==> src/logic/ccs_pkg.sv <==
package ccs_pkg;
  // register offsets on the processor register port
  localparam logic [7:0] OFS_INT_MULT = 8'hB0;
  localparam logic [7:0] OFS_FRAC_HI = 8'hB1;
  localparam logic [7:0] OFS_FRAC_LO = 8'hB2;
  localparam logic [7:0] OFS_RATIO_NUM = 8'hB3;
  localparam logic [7:0] OFS_RATIO_DEN = 8'hB4;
  localparam logic [7:0] OFS_DIV_SEL = 8'hB5;
  localparam logic [7:0] REG_RST_VAL = 8'h00;
  localparam logic [7:0] UNMAPPED_VAL = 8'h00;

  // field positions inside the divider-select register, and widths of the integer and fraction settings
  localparam int PRE_LSB = 0;
  localparam int POST_LSB = 2;
  localparam int RDIV_LSB = 5;
  localparam int INT_W = 6;
  localparam int FRAC_W = 16;

  // prescale codes
  localparam logic [1:0] PRE_DIV1 = 2'h1 - 2'h1;
  localparam logic [1:0] PRE_DIV2 = 2'h1;
  localparam logic [1:0] PRE_SLEEP = 2'h2;
  localparam logic [1:0] PRE_DIV4 = 2'h3;

  // post-scale codes
  localparam logic [2:0] POST_W10 = 3'h0;
  localparam logic [2:0] POST_W24A = 3'h1;
  localparam logic [2:0] POST_W24B = 3'h2;

  // register-clock divide codes
  localparam logic [1:0] RDIV_FORCE4 = 2'h2;
  localparam logic [1:0] RDIV_FORCE8 = 2'h3;

  // divide ratios
  localparam logic [5:0] RATIO_1 = 6'h01;
  localparam logic [5:0] RATIO_2 = 6'h02;
  localparam logic [5:0] RATIO_4 = 6'h04;
  localparam logic [5:0] RATIO_5 = 6'h05;
  localparam logic [5:0] RATIO_6 = 6'h06;
  localparam logic [5:0] RATIO_8 = 6'h08;
  localparam logic [5:0] RATIO_10 = 6'h0A;
  localparam logic [5:0] RATIO_12 = 6'h0C;
  localparam logic [5:0] RATIO_24 = 6'h18;
  localparam logic [5:0] RATIO_32 = 6'h20;

  // lock monitor window, in reference-versus-feedback edges
  localparam logic signed [3:0] LOCK_TOL = 4'sh2;
  localparam logic signed [3:0] DIFF_MAX = 4'sh7;

  // programmed synthesizer settings
  typedef struct packed {
    logic [INT_W-1:0] int_mult;
    logic [FRAC_W-1:0] frac;
    logic [7:0] ratio_num;
    logic [7:0] ratio_den;
    logic [7:0] div_sel;
  } ccs_cfg_s;

  // one-cycle clock enables produced by the block
  typedef struct packed {
    logic synth;
    logic ccodec;
    logic codec_out;
    logic regclk;
  } ccs_clk_s;
endpackage

==> src/logic/ccs_synth.sv <==
`timescale 1ns/10ps
// Summary of operation
// - all synthesized clocks derive from the input at 32x line bit clock
// - input clock divided by prescale ratio forms the reference
// - prescale code 00,01,11 gives ratio 1,2,4; code 10 means sleep
// - synth output is reference times integer plus fractional multiplier
// - fraction is numerator plus A over B, all over 65536
// - integer at B0, fraction at B1/B2, A at B3, B at B4
// - synth divided by first ratio, then by second ratio for codec clock
// - post code 000 gives 10/10; codes 001 and 010 give 24/4
// - register clock is synth output divided by register-clock divisor
// - divide field 11 forces 8, 10 forces 4
// - upper bit 0: ratios 10,24,32 give 5,6,4 or 10,12,8
// - lock loss raises the synthesizer error event
module ccs_synth import ccs_pkg::*; (
  // clock and reset
  input wire logic i_core_clk,
  input wire logic i_sys_rst,
  // clock edges from transceiver and oscillator
  input wire logic i_hclk_tick,
  input wire logic i_vco_tick,
  // register port
  input wire logic i_reg_wr,
  input wire logic i_reg_rd,
  input wire logic [7:0] i_reg_addr,
  input wire logic [7:0] i_reg_wdata,
  output logic [7:0] o_reg_rdata,
  // synthesizer outputs
  output ccs_clk_s o_clk_en,
  output logic o_ref_tick,
  output logic o_fb_tick,
  output logic o_sleep,
  output logic o_locked,
  output logic o_lock_loss
);
  ccs_cfg_s cfg_r;
  logic [5:0] pre_ratio, pre_cnt_r, fb_cnt_r, fb_target;
  logic [5:0] w_r, y_r, rdiv_r;
  logic [FRAC_W-1:0] frac_acc_r;
  logic [7:0] ab_acc_r;
  logic [8:0] ab_sum;
  logic [FRAC_W:0] frac_sum;
  logic ab_carry, frac_carry_r;
  logic sleep, ref_tick, synth_tick, fb_tick, lost;
  logic signed [3:0] diff_r, diff_nxt;
  logic [2:0] div_in, div_tick;
  logic [5:0] div_ratio [3];
  logic [1:0] pre_code, rdiv_code;
  logic [2:0] post_code;

  assign pre_code = cfg_r.div_sel[PRE_LSB +: 2];
  assign post_code = cfg_r.div_sel[POST_LSB +: 3];
  assign rdiv_code = cfg_r.div_sel[RDIV_LSB +: 2];

  // register writes at the documented offsets
  always_ff @(posedge i_core_clk or posedge i_sys_rst) begin
    if (i_sys_rst) begin
      cfg_r <= '0;
    end else if (i_reg_wr) begin
      unique case (i_reg_addr)
        OFS_INT_MULT: cfg_r.int_mult <= i_reg_wdata[INT_W-1:0];
        OFS_FRAC_HI: cfg_r.frac[15:8] <= i_reg_wdata;
        OFS_FRAC_LO: cfg_r.frac[7:0] <= i_reg_wdata;
        OFS_RATIO_NUM: cfg_r.ratio_num <= i_reg_wdata;
        OFS_RATIO_DEN: cfg_r.ratio_den <= i_reg_wdata;
        OFS_DIV_SEL: cfg_r.div_sel <= i_reg_wdata;
        default: cfg_r <= cfg_r;
      endcase
    end
  end

  // register reads, unused integer bits read zero
  always_ff @(posedge i_core_clk or posedge i_sys_rst) begin
    if (i_sys_rst) begin
      o_reg_rdata <= REG_RST_VAL;
    end else if (i_reg_rd) begin
      unique case (i_reg_addr)
        OFS_INT_MULT: o_reg_rdata <= {2'b00, cfg_r.int_mult};
        OFS_FRAC_HI: o_reg_rdata <= cfg_r.frac[15:8];
        OFS_FRAC_LO: o_reg_rdata <= cfg_r.frac[7:0];
        OFS_RATIO_NUM: o_reg_rdata <= cfg_r.ratio_num;
        OFS_RATIO_DEN: o_reg_rdata <= cfg_r.ratio_den;
        OFS_DIV_SEL: o_reg_rdata <= cfg_r.div_sel;
        default: o_reg_rdata <= UNMAPPED_VAL;
      endcase
    end
  end

  // prescale ratio decode; sleep stops every derived clock
  always_comb begin
    unique case (pre_code)
      PRE_DIV1: pre_ratio = RATIO_1;
      PRE_DIV2: pre_ratio = RATIO_2;
      PRE_DIV4: pre_ratio = RATIO_4;
      PRE_SLEEP: pre_ratio = RATIO_1;
    endcase
  end
  assign sleep = (pre_code == PRE_SLEEP);

  // prescaler turns input clock edges into reference edges
  assign ref_tick = i_hclk_tick && !sleep &&
                    (pre_cnt_r >= pre_ratio - RATIO_1);
  always_ff @(posedge i_core_clk or posedge i_sys_rst) begin
    if (i_sys_rst) begin
      pre_cnt_r <= '0;
    end else if (sleep) begin
      pre_cnt_r <= '0;
    end else if (i_hclk_tick) begin
      pre_cnt_r <= ref_tick ? '0 : pre_cnt_r + RATIO_1;
    end
  end

  // fractional feedback divider: A/B carry feeds the 16-bit accumulator
  assign synth_tick = i_vco_tick && !sleep;
  assign fb_target = cfg_r.int_mult + {5'd0, frac_carry_r};
  assign fb_tick = synth_tick && (fb_cnt_r >= fb_target - RATIO_1);
  assign ab_sum = {1'b0, ab_acc_r} + {1'b0, cfg_r.ratio_num};
  assign ab_carry = (cfg_r.ratio_den != '0) &&
                    (ab_sum >= {1'b0, cfg_r.ratio_den});
  assign frac_sum = {1'b0, frac_acc_r} + {1'b0, cfg_r.frac} +
                    {{FRAC_W{1'b0}}, ab_carry};

  always_ff @(posedge i_core_clk or posedge i_sys_rst) begin
    if (i_sys_rst) begin
      fb_cnt_r <= '0;
      frac_acc_r <= '0;
      ab_acc_r <= '0;
      frac_carry_r <= 1'b0;
    end else if (synth_tick) begin
      fb_cnt_r <= fb_tick ? '0 : fb_cnt_r + RATIO_1;
      if (fb_tick) begin
        ab_acc_r <= ab_carry ? 8'(ab_sum - {1'b0, cfg_r.ratio_den})
                             : ab_sum[7:0];
        frac_acc_r <= frac_sum[FRAC_W-1:0];
        frac_carry_r <= frac_sum[FRAC_W]; // overflow of 65536 steps
      end
    end
  end

  // post-scale decode; reserved codes leave the setting alone
  always_ff @(posedge i_core_clk or posedge i_sys_rst) begin
    if (i_sys_rst) begin
      w_r <= RATIO_10;
      y_r <= RATIO_10;
    end else if (post_code == POST_W10) begin
      w_r <= RATIO_10;
      y_r <= RATIO_10;
    end else if (post_code == POST_W24A || post_code == POST_W24B) begin
      w_r <= RATIO_24;
      y_r <= RATIO_4;
    end
  end

  // register-clock divisor selection
  always_ff @(posedge i_core_clk or posedge i_sys_rst) begin
    if (i_sys_rst) begin
      rdiv_r <= RATIO_5;
    end else if (rdiv_code == RDIV_FORCE8) begin
      rdiv_r <= RATIO_8;
    end else if (rdiv_code == RDIV_FORCE4) begin
      rdiv_r <= RATIO_4;
    end else if (w_r == RATIO_10) begin
      rdiv_r <= rdiv_code[0] ? RATIO_10 : RATIO_5;
    end else if (w_r == RATIO_24) begin
      rdiv_r <= rdiv_code[0] ? RATIO_12 : RATIO_6;
    end else begin
      rdiv_r <= rdiv_code[0] ? RATIO_8 : RATIO_4;
    end
  end

  // output dividers: compressed-codec, codec-out, register clock
  assign div_in[0] = synth_tick;
  assign div_in[1] = div_tick[0];
  assign div_in[2] = synth_tick;
  assign div_ratio[0] = w_r;
  assign div_ratio[1] = y_r;
  assign div_ratio[2] = rdiv_r;
  for (genvar g = 0; g < 3; g++) begin : g_div
    logic [5:0] cnt_r;
    assign div_tick[g] = div_in[g] && (cnt_r >= div_ratio[g] - RATIO_1);
    always_ff @(posedge i_core_clk or posedge i_sys_rst) begin
      if (i_sys_rst) begin
        cnt_r <= '0;
      end else if (div_in[g]) begin
        cnt_r <= div_tick[g] ? '0 : cnt_r + RATIO_1;
      end
    end
  end

  // lock monitor counts reference edges against feedback edges
  always_comb begin
    diff_nxt = diff_r;
    if (ref_tick && !fb_tick && diff_r != DIFF_MAX) begin
      diff_nxt = diff_r + 4'sh1;
    end else if (fb_tick && !ref_tick && diff_r != -DIFF_MAX) begin
      diff_nxt = diff_r - 4'sh1;
    end
  end
  assign lost = (diff_nxt > LOCK_TOL) || (diff_nxt < -LOCK_TOL);

  always_ff @(posedge i_core_clk or posedge i_sys_rst) begin
    if (i_sys_rst) begin
      diff_r <= '0;
      o_locked <= 1'b0;
      o_lock_loss <= 1'b0;
    end else begin
      diff_r <= sleep ? 4'sh0 : diff_nxt;
      o_locked <= !sleep && !lost;
      o_lock_loss <= o_locked && !sleep && lost;
    end
  end

  // registered clock enables and status
  always_ff @(posedge i_core_clk or posedge i_sys_rst) begin
    if (i_sys_rst) begin
      o_clk_en <= '0;
      o_ref_tick <= 1'b0;
      o_fb_tick <= 1'b0;
      o_sleep <= 1'b0;
    end else begin
      o_clk_en.synth <= synth_tick;
      o_clk_en.ccodec <= div_tick[0];
      o_clk_en.codec_out <= div_tick[1];
      o_clk_en.regclk <= div_tick[2];
      o_ref_tick <= ref_tick;
      o_fb_tick <= fb_tick;
      o_sleep <= sleep;
    end
  end

  // checks
  ref_src_a: assert property (
    @(posedge i_core_clk) disable iff (i_sys_rst)
    o_ref_tick |-> $past(i_hclk_tick)) else $error("ref without input");
  pre_div2_a: assert property (
    @(posedge i_core_clk) disable iff (i_sys_rst)
    (ref_tick && pre_code == PRE_DIV2 && $past(pre_code) == PRE_DIV2 &&
     $past(pre_cnt_r) <= 6'd1) |-> pre_cnt_r == 6'd1)
    else $error("prescale by two broken");
  sleep_quiet_a: assert property (
    @(posedge i_core_clk) disable iff (i_sys_rst)
    (sleep && $past(sleep)) |-> !o_clk_en.synth && !o_ref_tick)
    else $error("clock in sleep");
  // a zero fraction and no A/B term must never lengthen the feedback divide
  fb_target_a: assert property (
    @(posedge i_core_clk) disable iff (i_sys_rst)
    ($past(fb_tick) && $past(cfg_r.frac) == '0 &&
     $past(cfg_r.ratio_den) == '0) |-> fb_target == cfg_r.int_mult)
    else $error("feedback target off");
  ab_range_a: assert property (
    @(posedge i_core_clk) disable iff (i_sys_rst)
    (cfg_r.ratio_den != 0 && $past(cfg_r.ratio_den) == cfg_r.ratio_den
     && $past(ab_acc_r) < cfg_r.ratio_den && $past(cfg_r.ratio_num)
     < cfg_r.ratio_den) |-> ab_acc_r < cfg_r.ratio_den)
    else $error("ratio accumulator overflow");
  post_map_a: assert property (
    @(posedge i_core_clk) disable iff (i_sys_rst)
    $past(post_code) == POST_W10 |-> w_r == 6'd10 && y_r == 6'd10)
    else $error("post code 000 wrong");
  post_keep_a: assert property (
    @(posedge i_core_clk) disable iff (i_sys_rst)
    $past(post_code) > POST_W24B |-> $stable(w_r) && $stable(y_r))
    else $error("reserved code changed ratio");
  codec_chain_a: assert property (
    @(posedge i_core_clk) disable iff (i_sys_rst)
    o_clk_en.codec_out |-> o_clk_en.ccodec && o_clk_en.synth)
    else $error("codec clock not derived");
  regclk_src_a: assert property (
    @(posedge i_core_clk) disable iff (i_sys_rst)
    o_clk_en.regclk |-> o_clk_en.synth) else $error("reg clock source");
  rdiv_force_a: assert property (
    @(posedge i_core_clk) disable iff (i_sys_rst)
    $past(rdiv_code) == RDIV_FORCE8 |-> rdiv_r == 6'd8)
    else $error("forced divisor 8 missing");
  rdiv_follow_a: assert property (
    @(posedge i_core_clk) disable iff (i_sys_rst)
    ($past(rdiv_code) == 2'b00 && $past(w_r) == 6'd24) |-> rdiv_r == 6'd6)
    else $error("divisor 6 missing");
  lock_event_a: assert property (
    @(posedge i_core_clk) disable iff (i_sys_rst)
    o_lock_loss |-> $past(o_locked) && !o_locked)
    else $error("lock loss without drop");
endmodule

==> config.mk <==
export PLATFORM = sky130hd
export DESIGN_NAME = ccs_synth
export DESIGN_NICKNAME = d
export VERILOG_FILES = /design/src/logic/ccs_pkg.sv /design/src/logic/ccs_synth.sv
export SDC_FILE = /design/constraint.sdc
export NUM_CORES = 1
export LEC_CHECK = 0
export ABC_CLOCK_PERIOD_IN_PS = 5300
export BUFFER_PORTS_ARGS = -buffer_cell sky130_fd_sc_hd__buf_2
export CORE_MARGIN = 3
export CORE_UTILIZATION = 56
export CTS_BUF_LIST = sky130_fd_sc_hd__clkbuf_16
export CTS_CLUSTER_DIAMETER = 50
export CTS_CLUSTER_SIZE = 24
export DETAILED_ROUTE_END_ITERATION = 8
export PLACE_DENSITY = 0.75
export SYNTH_ARGS = -nofsm -noshare
export SYNTH_HDL_FRONTEND = slang
export SYNTH_SLANG_ARGS = --single-unit
export TNS_END_PERCENT = 30
==> constraint.sdc <==
create_clock -name i_core_clk -period 5.3 [get_ports i_core_clk]
set_clock_uncertainty 0.1 [all_clocks]
set_input_delay 0.265 -clock i_core_clk [delete_from_list [all_inputs] [get_ports i_core_clk]]
set_output_delay 0.265 -clock i_core_clk [all_outputs]
set_load 0.05 [all_outputs]
**Word-level counts from Yosys, hierarchy flattened**

Index checks and enable logic that the tools add are counted.

- $add $sub $neg: 17
- Magnitude comparators: 8
- Equal/unequal tests: 17
- Mux-type cells: 24
- Reduce and logical (&&, ||, !) cells: 34

Operator list:

| kind | number |
|---|---|
| $mux W6 | 11 |
| $eq A8 B8 Y1 const B | 6 |
| $pmux W8 S6 | 1 |
| $mux W4 | 10 |
| $add A6 B1 Y6 const B | 5 |
| $ge A6 B6 Y1 | 5 |
| $sub A6 B1 Y6 const B | 5 |
| $pmux W6 S3 | 1 |
| $add A16 B16 Y17 | 1 |
| $add A17 B1 Y17 | 1 |
| $logic_and A1 B1 Y1 | 15 |
| $reduce_and A2 Y1 | 7 |
| $add A8 B8 Y9 | 1 |
| $ge A9 B8 Y1 | 1 |
| $eq A2 B2 Y1 const B | 4 |
| $mux W8 | 1 |
| $ne A4 B4 Y1 const B | 2 |
| $reduce_bool A8 Y1 | 1 |
| $sub A8 B8 Y8 | 1 |
| $add A6 B1 Y6 | 1 |
| $eq A6 B4 Y1 const B | 1 |
| $eq A6 B5 Y1 const B | 1 |
| $add A4 B2 Y4 const B | 1 |
| $gt A4 B3 Y1 const B | 1 |
| other kinds (11) | 16 |

- Register bits after elaboration: 140
- Input port bits: 22
- Word-level logic and storage cells: 128

**Logic depth before layout (Yosys ltp)**

- Depth after elaboration: 15
- Mapped depth: 22
- Depth with buffers taken out: 22

**Least setup slack after synthesis**

Ideal clock, no wire load.

- Kind: flip-flop to flip-flop
- From: reg cfg_r[16] (netlist bit)
- To: reg frac_acc_r[12]
- Arrival: 4753 ps
- Slack: 378 ps
- Cell stages (with the launch flop): 23
- Buffers on the path: 0
- Cell sequence: dfrtp_1 ha_1 fa_1 a21o_1 a21oi_1 o21bai_1 a21oi_1 xnor2_1 ha_1 nand4_1 o21ai_0 a31oi_1 a21bo_1 nand2_1 fa_1 fa_1 nor2b_1 o21ai_1 a21bo_2 a21oi_1 a21boi_0 or4_1 nand3_1

- Cells in the longest elaborated chain, start to end: 4

RTL lines:

| item | RTL line | source |
|---|---|---|
| start: declaration | ccs_synth.sv:36 | `ccs_cfg_s cfg_r;` |
| start signal: assignment | ccs_synth.sv:67 | `default: cfg_r <= cfg_r;` |
| $add A8 B8 Y9 | ccs_synth.sv:117 | `assign ab_sum = {1'b0, ab_acc_r} + {1'b0, cfg_r.ratio_num};` |
| $ge A9 B8 Y1 | ccs_synth.sv:119 | `(ab_sum >= {1'b0, cfg_r.ratio_den});` |
| $logic_and A1 B1 Y1 | ccs_synth.sv:118 | `assign ab_carry = (cfg_r.ratio_den != '0) &&` |
| $add A17 B1 Y17 | ccs_synth.sv:120 | `assign frac_sum = {1'b0, frac_acc_r} + {1'b0, cfg_r.frac} +` |
| end signal: assignment | ccs_synth.sv:134 | `frac_acc_r <= frac_sum[FRAC_W-1:0];` |
| end: declaration | ccs_synth.sv:39 | `logic [FRAC_W-1:0] frac_acc_r;` |

Every way passes these cells.
A chain may end at the register's enable or synchronous reset.

**Worst setup path in the final report**

Same ends and word-level chain as after synthesis.

==> qor.csv <==
metric,value,unit
placed insts,979,
"Clk Latency, worst-skew pair",0.43,ns
Ys Warns,0,
Synth Flop Type,dfrtp_1,
Die Wd,124,microns
Psw,0.00159,W
synthesized area,0.00781,sq mm
Synth top area share,0.401,
Post-synth EDFFs,0,
max-slew violations,0,
via count,6175,
relative slew slack,0.356,
Fin. Hold Viols,0,
Initial Util,0.580,
root buf cell,clkbuf_16,
Row Count,42,
Combinational Power Share,0.392,
total inserted antenna cells,0,
synth top area cells,"dfrtp_1, ha_1, mux2_2",
"top cells by count, synth","dfrtp_1, ha_1, nand2_1",
TritonRoute pass-1 iters,5,
layout cell share with drive strength beyond 1,0.185,
final WL,18.0,mm
switching portion of total power,0.383,
core area,0.0135,sq mm
outcome,"complete, no violations",
crit path max fanout,4,
Critical Path RT,5.56,ns
Detailed Place HPWL,13.3,mm
Starting DRT DRC Count,408,
Total Power,0.00415,W
endpoints failing setup,0,
critical path type,flip-flop to flip-flop,
CP startpoint kind,flip-flop,
IO Port Bufs,38,
Post-Layout Cell Count,1015,
maximum clock frequency,205,MHz
DIE HEIGHT,124,microns
register bit total from synthesis,128,
GRT overflow,0,
largest area contributor in the netlist,dfrtp_1,
Yosys cell types,71,
Fillers,1069,
crit path DAT,5.13,ns
Worst Hold Class,input pin to flip-flop,
sequential cell fraction of total power,0.335,
post-route ant nets,0,
TritonCTS Buffers,17,
clock sinks,128,
first-pass GRT wire length,30.4,mm
Worst Tran Pin Value,0.966,ns
number of vias per cell,6.08,
Placer Congestion,0.904,
die area,0.0154,sq mm
IO Pins,39,
Layout area overhead,12.7,%
Avg Synthesized Cell Area,10.0,sq um
CTS tree,built,
Pwr per Cell Area,471,mW/mm^2
Tmin final,4.87,ns
Max clock buf depth,2,
vias in the first global route,6269,
Final #Nets,922,
Clk pwr share,0.274,
WL/cell,17.7,microns
period utilization,0.920,
final instance area,0.00880,sq mm
Max-Cap Viols,0,
clock-pin slew on the worst setup and hold paths,0.06,ns
Leak Pwr,4.22,nW
internal power,0.00256,W
"Seq/Total Area, Yosys",0.411,
Residual DRC,0,
GRT Overall Usage,0.255,
"Core Util, Final",0.654,
asr flop ratio synth,1.00,
top-count cell post-synth,dfrtp_1,
H-Tree Depth,4,
cells after synthesis,780,
Post-Place Cell Area,0.00817,sq mm
peak supply drop,0.000256,V
crit end category,flip-flop,
initial antenna violation count,0,
largest net degree at the start of global routing,78,
## state kept, by name (all words and copies together), names as in the netlist
name / cells
ab_acc_r: 8
cfg_r: 46
diff_r: 4
fb_cnt_r: 6
frac_acc_r: 16
frac_carry_r: 1
g_div.cnt_r: 18
o_clk_en: 4
o_fb_tick: 1
o_lock_loss: 1
o_locked: 1
o_ref_tick: 1
o_reg_rdata: 8
o_sleep: 1
pre_cnt_r: 6
rdiv_r: 4
w_r: 1
y_r: 1
## critical path: stages, from the launching register on
cell,delay [ns]
dfrtp_1,0.40
ha_1,0.23
fa_1,0.41
a21o_1,0.19
a21oi_2,0.15
o21bai_1,0.10
a21oi_2,0.14
xnor2_1,0.10
ha_1,0.33
o21a_1,0.12
o21ai_0,0.08
a21oi_2,0.21
a21bo_1,0.17
nand2_1,0.07
fa_1,0.42
fa_2,0.37
nor2b_1,0.12
o21ai_1,0.08
a21bo_2,0.24
a21oi_4,0.14
a21boi_0,0.12
or4_1,0.40
nand3_1,0.10
## final timing paths
| kind | start | end | slack, ns | depth (start not counted) |
|---|---|---|---|---|
| setup / recovery | cfg_r[16]$_DFFE_PP0P_ | frac_acc_r[12]$_DFFE_PP0P_ | 0.43 | 22 |
| hold / removal | i_hclk_tick | o_ref_tick$_DFF_PP0_ | 0.02 | 3 |
| setup reg to reg | cfg_r[16]$_DFFE_PP0P_ | frac_acc_r[12]$_DFFE_PP0P_ | 0.43 | 22 |
| hold reg to reg | frac_acc_r[0]$_DFFE_PP0P_ | frac_acc_r[0]$_DFFE_PP0P_ | 0.38 | 2 |
| max in group asynchronous | i_sys_rst | o_locked$_DFF_PP0_ | 3.36 | 4 |
| min in group asynchronous | i_sys_rst | frac_acc_r[11]$_DFFE_PP0P_ | 0.49 | 3 |
## placed cells by master (no fill, tap or decap), drive strengths merged, types with 4 or more instances in the layout
cell / synthesis / final
dfrtp: 125 / 125
ha: 70 / 70
nand2: 67 / 67
o21ai: 61 / 61
inv: 48 / 49
mux2: 46 / 46
buf: 7 / 45
nor2: 43 / 43
a21oi: 40 / 40
nand3: 23 / 23
a21o: 21 / 21
nor3: 19 / 19
xnor2: 17 / 17
clkbuf: 13 / 17
xor2: 15 / 15
nand4: 12 / 12
nor2b: 10 / 10
a31oi: 9 / 9
a22o: 9 / 9
nand2b: 9 / 9
o21a: 8 / 8
and3: 7 / 7
and2: 7 / 7
clkinv: 0 / 7
or4: 6 / 6
mux4: 6 / 6
o22ai: 6 / 6
or3: 6 / 6
o211ai: 5 / 5
a211o: 5 / 5
clkinvlp: 0 / 5
o31ai: 5 / 5
o21bai: 4 / 4
nor4: 4 / 4
mux2i: 4 / 4
a221oi: 4 / 4
fa: 4 / 4
or2: 4 / 4
## cell type report
cell class,count,area [sq um],share of cell area
multi-input cells,585,4370,0.496
flip-flops and latches,128,3210,0.364
clock buffers,17,425,0.0484
inverters,48,183,0.0208
clock inverters,15,145,0.0165
well taps,176,220,0.0250
repair buffers,46,253,0.0287
## layer usage
| layer | up-vias | share of wire | GRT usage |
|---|---|---|---|
| met5 | - | 0 | 0 |
| met4 | 0 | 0.017 | 0.0876 |
| met3 | 29 | 0.052 | 0.0599 |
| met2 | 169 | 0.48 | 0.406 |
| met1 | 3041 | 0.45 | 0.344 |
| li1 | 2936 | - | - |
## cell families (layout without fill, tap and decap cells)
family | after synthesis | count (layout) | share of synthesized area
compound gates | 194 | 194 | 0.159
fa+ha+maj | 74 | 74 | 0.122
xor+xnor | 32 | 32 | 0.0359
buf+inv | 68 | 126 | 0.0341
other cells | 1 | 2 | 0.000480
simple gates | 227 | 227 | 0.148
mux | 56 | 56 | 0.0888
flops | 128 | 128 | 0.411
## stage by stage
stage	TNS, ns	hold slack, ns	setup slack [ns]
final	0	0.0209	0.426
after global placement	0	0.367	0.194
after detailed placement	0	0.375	0.0565
after global routing	-0.00104	0.0156	-0.00104
after CTS	0	0.00335	0.0587
after floorplan	0	0.273	0.378
## power groups by stage
stage	Clock, W	Combinational, W	Sequential (W)
floorplan	0	0.00118	0.00141
global placement	0	0.00152	0.00139
detailed placement	0	0.00158	0.00140
CTS	0.00115	0.00160	0.00139
global route	0.00120	0.00184	0.00142
finish	0.00113	0.00162	0.00139
## what timing repair did
item                                    CTS  global route
endpoints found under the setup margin    0             7
hold endpoints to repair                 51             0
resized for setup                         0             7
setup buffers                             0             3
hold buffers                              1             0
Note: power is estimated with default switching activity, not from simulation.
